[src/hdl/mhp_pkg.sv]
/*
 * Package for the multiplexed parallel host port: style codes, reset
 * values, carrier structs and the state encoding of the access engine.
 * Assumes a single 40 MHz clock domain with all pins pre-synchronised.
 */
package mhp_pkg;

   localparam int MHP_AW = 8;
   localparam int MHP_DW = 8;

   // Reset values
   localparam logic [7:0] MHP_ADDR_RST = 8'h00;
   localparam logic [7:0] MHP_DATA_RST = 8'h00;
   localparam logic MHP_STYLE_RST = 1'b0;

   // Bus style codes: strap high selects the level-direction style
   localparam logic MHP_STYLE_DIR = 1'b1;
   localparam logic MHP_STYLE_SEP = 1'b0;

   // One-hot access phases
   typedef enum logic [2:0] {
      MHP_IDLE  = 3'b001,
      MHP_ADDR  = 3'b010,
      MHP_READ  = 3'b100
   } mhp_state_t;

   // Host pin group, as seen after synchronisation
   typedef struct packed {
      logic sel_n;
      logic address_latch_strobe;
      logic data_read_strobe;
      logic dir_wr_n;
      logic [7:0] bus_in;
   } mhp_pins_t;

   // Strobe edge events derived by the edge detector
   typedef struct packed {
      logic as_rise;
      logic as_fall;
      logic ds_rise;
      logic ds_fall;
      logic rw_rise;
   } mhp_edges_t;

   // Core side access request
   typedef struct packed {
      logic wr_stb;
      logic rd_stb;
      logic [7:0] addr;
      logic [7:0] wdata;
   } mhp_req_t;

endpackage : mhp_pkg

[src/hdl/mhp_edge_det.sv]
/*
 * Edge detector for the three host strobes of the parallel port.
 * Assumes its inputs are already synchronous to ref_clk_i.
 */
`timescale 1ns/1ps
module mhp_edge_det (
   input wire logic ref_clk_i,
   input wire logic rst_n_i,
   input wire logic as_i,
   input wire logic ds_i,
   input wire logic rw_i,
   output mhp_pkg::mhp_edges_t edges_o
);
   import mhp_pkg::*;

   typedef struct packed {
      logic as_q;
      logic ds_q;
      logic rw_q;
   } mhp_ed_state_t;

   mhp_ed_state_t st_r;
   mhp_ed_state_t st_nxt;

   // Previous strobe levels; idle levels assumed low except write strobe
   always_comb begin
      st_nxt = st_r;
      st_nxt.as_q = as_i;
      st_nxt.ds_q = ds_i;
      st_nxt.rw_q = rw_i;
   end

   always_ff @(posedge ref_clk_i or negedge rst_n_i) begin
      if (!rst_n_i) begin
         st_r <= '{as_q: 1'b0, ds_q: 1'b0, rw_q: 1'b1};
      end else begin
         st_r <= st_nxt;
      end
   end

   // Combinational edges; the main file registers them where needed
   assign edges_o.as_rise = as_i & ~st_r.as_q;
   assign edges_o.as_fall = ~as_i & st_r.as_q;
   assign edges_o.ds_rise = ds_i & ~st_r.ds_q;
   assign edges_o.ds_fall = ~ds_i & st_r.ds_q;
   assign edges_o.rw_rise = rw_i & ~st_r.rw_q;

endmodule // mhp_edge_det

[src/hdl/mhp_host_port.sv]
/*
 * Device-side multiplexed address/data host port. Latches an address
 * on each address strobe and turns data strobes into core read and
 * write requests in one of two strap-selected bus styles.
 * Assumes all pins synchronous to ref_clk_i and a core that returns
 * read data combinationally on rdata_i for the latched address.
 */
`timescale 1ns/1ps
// Notes on behaviour
// The host holds device select low across a cycle to reach the core.
// The host keeps device select active while the strobes are active.
// An unselected cycle still latches the address but makes no access.
// Below the power-fail threshold select is forced off internally.
// The address is captured on the falling edge of the address strobe.
// The next rising address strobe discards the latched address.
// Every access needs its own fresh address strobe just before it.
// After an unselected attempt a new address strobe must come first.
// Direction style: direction high in data strobe reads, low writes.
// Separate style: write data is taken on the write strobe rise.
// Direction style: the device drives reads while data strobe high.
// Direction style: write data is taken on the data strobe fall.
// Separate style: read data is driven only while read strobe low.
// Strap high selects direction style; low or open selects separate.
// A read ends and the bus floats on strobe fall or rise by style.
// While reset is held low every host access is refused.
// Bus drivers float except in an active selected read phase.
module mhp_host_port (
   input wire logic ref_clk_i,
   input wire logic rst_n_i,
   input wire logic bus_style_select_i,
   input wire logic power_fail_threshold_i,
   input wire logic dev_reset_n_i,
   input wire logic sel_n_i,
   input wire logic address_latch_strobe_i,
   input wire logic data_read_strobe_i,
   input wire logic dir_wr_n_i,
   input wire logic [mhp_pkg::MHP_DW-1:0] muxed_addr_data_bus_i,
   input wire logic [mhp_pkg::MHP_DW-1:0] rdata_i,
   output logic [mhp_pkg::MHP_DW-1:0] muxed_addr_data_bus_o,
   output logic muxed_addr_data_bus_oe_n_o,
   output mhp_pkg::mhp_req_t req_o,
   output logic addr_valid_o,
   output logic style_o
);
   import mhp_pkg::*;

   typedef struct packed {
      mhp_state_t st;
      logic style;
      logic style_done;
      logic addr_ok;
      logic [7:0] addr;
      logic [7:0] dout;
      logic oe_n;
      mhp_req_t req;
   } mhp_core_state_t;

   mhp_core_state_t s_r;
   mhp_core_state_t s_nxt;
   mhp_edges_t edg;
   logic sel_ok;
   logic rd_lvl;
   logic wr_evt;

   mhp_edge_det u_edge (
      .ref_clk_i(ref_clk_i),
      .rst_n_i(rst_n_i),
      .as_i(address_latch_strobe_i),
      .ds_i(data_read_strobe_i),
      .rw_i(dir_wr_n_i),
      .edges_o(edg)
   );

   // Effective select: power fail and device reset both veto it
   assign sel_ok = ~sel_n_i & ~power_fail_threshold_i
                 & dev_reset_n_i;

   // Read window and write event per style
   always_comb begin
      if (s_r.style == MHP_STYLE_DIR) begin
         rd_lvl = data_read_strobe_i & dir_wr_n_i;
         wr_evt = edg.ds_fall & ~dir_wr_n_i;
      end else begin
         rd_lvl = ~data_read_strobe_i;
         wr_evt = edg.rw_rise;
      end
   end

   // Next state of the access engine
   always_comb begin
      s_nxt = s_r;
      s_nxt.req.wr_stb = 1'b0;
      s_nxt.req.rd_stb = 1'b0;
      // Strap sampled once, after reset release, never under reset
      if (!s_r.style_done) begin
         s_nxt.style = bus_style_select_i;
         s_nxt.style_done = 1'b1;
      end
      case (s_r.st)
         MHP_IDLE: begin
            if (rd_lvl && s_r.addr_ok && !address_latch_strobe_i) begin
               // Unselected reads burn the address too
               s_nxt.addr_ok = 1'b0;
               if (sel_ok) begin
                  s_nxt.st = MHP_READ;
                  s_nxt.req.rd_stb = 1'b1;
                  s_nxt.req.addr = s_r.addr; // Core reads this address
                  s_nxt.dout = rdata_i;
                  s_nxt.oe_n = 1'b0;
               end
            end else if (wr_evt && s_r.addr_ok) begin
               s_nxt.addr_ok = 1'b0;
               if (sel_ok) begin
                  s_nxt.req.wr_stb = 1'b1;
                  s_nxt.req.addr = s_r.addr;
                  s_nxt.req.wdata = muxed_addr_data_bus_i;
               end
            end
         end
         MHP_READ: begin
            s_nxt.req.addr = s_r.addr;
            s_nxt.dout = rdata_i;
            // Strobe end or lost select floats the bus at once
            if (!rd_lvl || !sel_ok) begin
               s_nxt.st = MHP_IDLE;
               s_nxt.oe_n = 1'b1;
            end
         end
         MHP_ADDR: begin
            s_nxt.oe_n = 1'b1;
         end
         default: begin
            s_nxt.st = MHP_IDLE;
            s_nxt.oe_n = 1'b1;
         end
      endcase
      // Rise clears, fall captures, select not consulted; placed after
      // the access so a fresh capture wins over the consuming clear
      if (edg.as_rise) begin
         s_nxt.addr_ok = 1'b0;
         s_nxt.st = MHP_ADDR;
      end else if (edg.as_fall) begin
         s_nxt.addr = muxed_addr_data_bus_i;
         s_nxt.addr_ok = 1'b1;
         s_nxt.st = MHP_IDLE;
      end
      if (edg.as_rise || edg.as_fall) begin
         s_nxt.oe_n = 1'b1;
      end
   end

   // Single register bank, constant reset values only
   always_ff @(posedge ref_clk_i or negedge rst_n_i) begin
      if (!rst_n_i) begin
         s_r.st <= MHP_IDLE;
         s_r.style <= MHP_STYLE_RST;
         s_r.style_done <= 1'b0;
         s_r.addr_ok <= 1'b0;
         s_r.addr <= MHP_ADDR_RST;
         s_r.dout <= MHP_DATA_RST;
         s_r.oe_n <= 1'b1;
         s_r.req <= '0;
      end else begin
         s_r <= s_nxt;
      end
   end

   // All outputs straight from flops
   assign muxed_addr_data_bus_o = s_r.dout;
   assign muxed_addr_data_bus_oe_n_o = s_r.oe_n;
   assign req_o = s_r.req;
   assign addr_valid_o = s_r.addr_ok;
   assign style_o = s_r.style;
endmodule // mhp_host_port

[config.mk]
export PLATFORM = sky130hd
export DESIGN_NAME = mhp_host_port
export DESIGN_NICKNAME = d
export VERILOG_FILES = /design/src/hdl/mhp_pkg.sv /design/src/hdl/mhp_edge_det.sv /design/src/hdl/mhp_host_port.sv
export SDC_FILE = /design/constraint.sdc
export NUM_CORES = 1
export LEC_CHECK = 0
export BUFFER_PORTS_ARGS = -buffer_cell sky130_fd_sc_hd__buf_2
export CORE_MARGIN = 2
export CORE_UTILIZATION = 53
export DETAILED_ROUTE_END_ITERATION = 8
export PLACE_DENSITY = 0.86
export SKIP_LAST_GASP = 1
export SYNTH_ARGS = -nofsm -noshare
export SYNTH_HDL_FRONTEND = slang
export SYNTH_HIERARCHICAL = 1
export SYNTH_SLANG_ARGS = --single-unit
[constraint.sdc]
create_clock -name ref_clk_i -period 2.3 [get_ports ref_clk_i]
set_input_delay 0.115 -clock ref_clk_i [delete_from_list [all_inputs] [get_ports ref_clk_i]]
set_output_delay 0.115 -clock ref_clk_i [all_outputs]
set_load 0.05 [all_outputs]
# After elaboration in Yosys (flattened, before gate mapping)
# Index checks and enable logic that the tools add are counted.
# op_classes
eq_ne	15
n_mux	29
bitwise	17
n_reduce_logical	18
# op_table
operator	count
9-bit 2-to-1 mux	4
16-bit 2-to-1 mux	2
8-bit case mux with 2 select lines	2
3-bit inequality test (second input constant)	7
3-bit 2-to-1 mux	5
1-bit 2-to-1 mux	12
4-bit inequality test (second input constant)	3
4-bit AND reduction	3
1-bit inverter	9
3-bit case mux with 3 select lines	1
1-bit AND	8
8-bit 2-to-1 mux	1
3-bit AND reduction	2
2-bit inequality test (second input constant)	2
2-bit AND reduction	2
4-bit nonzero test	1
3-bit by 1-bit equality test with 1-bit output (second input constant)	1
3-bit by 2-bit equality test with 1-bit output (second input constant)	1
3-bit equality test (second input constant)	1
1-bit logical AND	3
1-bit logical NOT	3
3-bit nonzero test	1
1-bit logical OR	2
2-bit 2-to-1 mux	1
other kinds (2)	2
# word_totals
ff_bits	44
elab_cells	93

# Depth between registers and ports, before layout
# depth
depth_word	10
depth_mapped	6
ltp_nobuf	5

# Cells and area by module
# Netlist, hierarchy kept.
# modules_own_cells
mod	n_inst	cells_each	area_per_inst_um2	seq_area_each_um2
mhp_host_port	1	176	2178.3	1028.5
mhp_edge_det	1	8	117.6	76.3

# Worst setup path before layout
# Ideal clock, no wire load.
# synth_timing
path_kind	register to register
from	reg s_r, in the netlist style_o
to	reg s_r, in the netlist muxed_addr_data_bus_o[0]
setup_time_ns	0.125
t_arrival_ns	1.706
t_required_ns	2.175
setup_slack_ns	0.469
path_stages_with_launch	5
n_path_buf	0
cell_sequence	dfrtp_1 and3_1 o21ai_4 o21bai_4 mux2_4
# synth_between
elab_chain_len	5
# synth_lines
item	line_no	text
start, declared	mhp_host_port.sv:58	mhp_core_state_t s_r;
start signal, assigned	mhp_host_port.sv:164	s_r <= s_nxt;
1-bit 2-to-1 mux	mhp_host_port.sv:80	if (s_r.style == MHP_STYLE_DIR) begin
1-bit logical AND (2 in a row)	mhp_host_port.sv:101	if (rd_lvl && s_r.addr_ok && !address_latch_strobe_i) begin
2-bit inequality test (no line)	-	
3-bit AND reduction (no line)	-	
# No other way between the ends.
# A chain may end at the register's enable or synchronous reset.

==> flow_summary.yaml <==
worst_setup_path:
  rr_worst_depth: 4
  worst-path-max-fanout: 9
  regToRegStartpoint: "s_r[38]"
  timing.setup.critical_path_class: "in2reg"
  timing.critical_path.to_type: "flop"
  r2r_slack_ns: 0.43
  worstPathArrival_ns: 2.15
  worstSetupStartpointType: "input pin"
  critical_path.reg2reg.endpoint: "req_o[0]"
  worst-endpoint-required_ns: 2.50
worst_hold_path:
  timing.hold.worst_endpoint: "muxed_addr_data_bus_o[2]"
  hp-class: "in2reg"
  hold_path_startpoint: "rdata_i[2]"
  hold-path-cell-count: 2
grt:
  global_route.usage.met1: 0.236
  use_met3: 0.0436
  grt_max_degree: 45
  grt_first_pass_wirelength_um: 6980
  grt_busiest_layer: "met2"
  first_global_vias: 1490
  grt_use_met2: 0.297
  number_of_antenna_violations_at_the_first_check_in_global_routing: 0
  track_usage: 0.182
  global_route.overflow_total: 0
cells_and_area:
  layout_commonest_cell: "sky130_fd_sc_hd__buf_2"
  area_growth_syn_to_layout_pct: 12.5
  multiInputGateArea_um2: 947
  final_layout_size_suffix_gt1_frac: 0.475
  finish.instance_area_mm2: 0.00257
  antenna-diode-count: 0
  ff_latch_area_mm2: 0.00110
  fillers: 320
  nets: 245
  most-common-layout-cells: "53 x sky130_fd_sc_hd__buf_2, 41 x sky130_fd_sc_hd__dfrtp_1, 16 x sky130_fd_sc_hd__mux2_4"
placement:
  detailed_place_hpwl_um: 2810
  gp_routability_congestion: 0.817
  buffer_ports.inserted: 53
  post_dp_cell_area_mm2: 0.00242
sta:
  slew_viol_final: 0
  slew-limit-headroom: 0.376
  fin_worst_skew_ns: 0.00611
  worst_pin_slew_ns: 0.936
  totalNegativeSetupSlack_ns: 0
  rsz0062_at_grt: "no"
  report.final.hold_viol_count: 0
  timing.final.crit_period_ns: 1.95
  highest_clock_rate_mhz: 513
  timing.final.crit_share: 0.848
  setup_viol: 0
clocking:
  cts.path.max_buffers: 2
  h-tree-depth: 2
  cts_root_buffer: "sky130_fd_sc_hd__clkbuf_8"
  tritoncts_num_sinks: 44
  clkSlewWorstSetupHoldPaths_ns: 0.08
  numCtsBuffers: 5
  clock_insertion_delay_worst_skew_ns: 0.31
  tritoncts: "yes"
route:
  post_drt_via_cell_ratio: 5.50
  drt-pass1-iter-count: 4
  ant_nets_after_route: 0
  detail_route.wirelength_um: 4090
  wl_per_cell_um: 15.1
  post-route-drc-count: 0
  via_count: 1491
  drt-initial-drc-count: 29
floorplanning:
  core_mm2: 0.00409
  chipHeight_um: 69.7
  width_of_the_chip_um: 69.7
  start_util: 0.560
  num_rows: 23
  floorplan.die_area_mm2: 0.00486
  ioPinCount: 54
power:
  cellPowerDensity_mw_per_mm2: 782
  ir_drop_v: 0.000432
  leakagePower_nw: 1.21
logic_synthesis:
  postSynthCellCount: 183
  post_synth.cell_area_avg_um2: 12.5
  syn_area_mm2: 0.00229
  syn_nets: 208
  yosys_warnings: 6
run_status:
  run_status: "completed"
job:
  timing.max_cap.violations: 0
## power breakdown
group / switching [mW] / internal, mW / leakage, nW
clock: 0.279 / 0.327 / 0.0548
sequential: 0.0654 / 0.859 / 0.526
combinational: 0.302 / 0.178 / 0.633
## repair_timing
item | CTS | global route
gates resized for setup | 0 | 0
buffers inserted | 0 | 0
hold endpoints to repair | 44 | 0
hold buffers | 4 | 0
## through the flow
| step | utilization | cells | power [mW] | hold WS, ns | setup slack, ns |
|---|---|---|---|---|---|
| finish | 0.630 | 271 | 2.01 | 0.0380 | 0.349 |
| global route | 0.630 | 271 | 2.10 | 0.0303 | 0.300 |
| CTS | 0.630 | 271 | 2.03 | 0.0348 | 0.357 |
| detailed placement | 0.592 | 259 | 1.41 | 0.249 | 0.455 |
| global placement | 0.592 | 259 | 1.40 | 0.245 | 0.484 |
| floorplan | - | 183 | 1.35 | -0.181 | 0.469 |
## routing by layer
| layer | vias up | wire length [um] |
|---|---|---|
| li1 | 710 | - |
| met1 | 726 | 1880 |
| met2 | 49 | 1930 |
| met3 | 6 | 208 |
| met4 | 0 | 68 |
| met5 | - | 0 |
## cell type report
type / count / area share
sequential: 44 / 0.429
multi-input combinational: 107 / 0.368
timing repair buffer: 62 / 0.133
clock buffer: 5 / 0.0268
tap: 50 / 0.0243
clock inverter: 3 / 0.0180
## flip-flops by register name (all words and copies together) (netlist names)
register	count
addr_valid_o	1
muxed_addr_data_bus_o	8
muxed_addr_data_bus_oe_n_o	1
req_o	18
s_r	12
style_o	1
u_edge/st_r	3
## how the worst max path moves through the flow
stage / from / endpoint / cells past startpoint
after floorplan: style_o / muxed_addr_data_bus_o[0] / 4
after global placement: s_r[38] / req_o[5] / 4
after detailed placement: s_r[38] / req_o[1] / 4
after CTS: data_read_strobe_i / req_o[0] / 7
after global routing: data_read_strobe_i / req_o[0] / 7
final: data_read_strobe_i / req_o[0] / 7
## critical path: stages
cell and delay (ns):
sky130_fd_sc_hd__dlygate4sd3_1 0.53, sky130_fd_sc_hd__buf_2 0.14, sky130_fd_sc_hd__and2b_2 0.20, sky130_fd_sc_hd__and3b_1 0.20, sky130_fd_sc_hd__o2111a_1 0.49, sky130_fd_sc_hd__nand2_8 0.14
sky130_fd_sc_hd__mux2_4 0.33
Note: power is estimated with default switching activity, not from simulation.
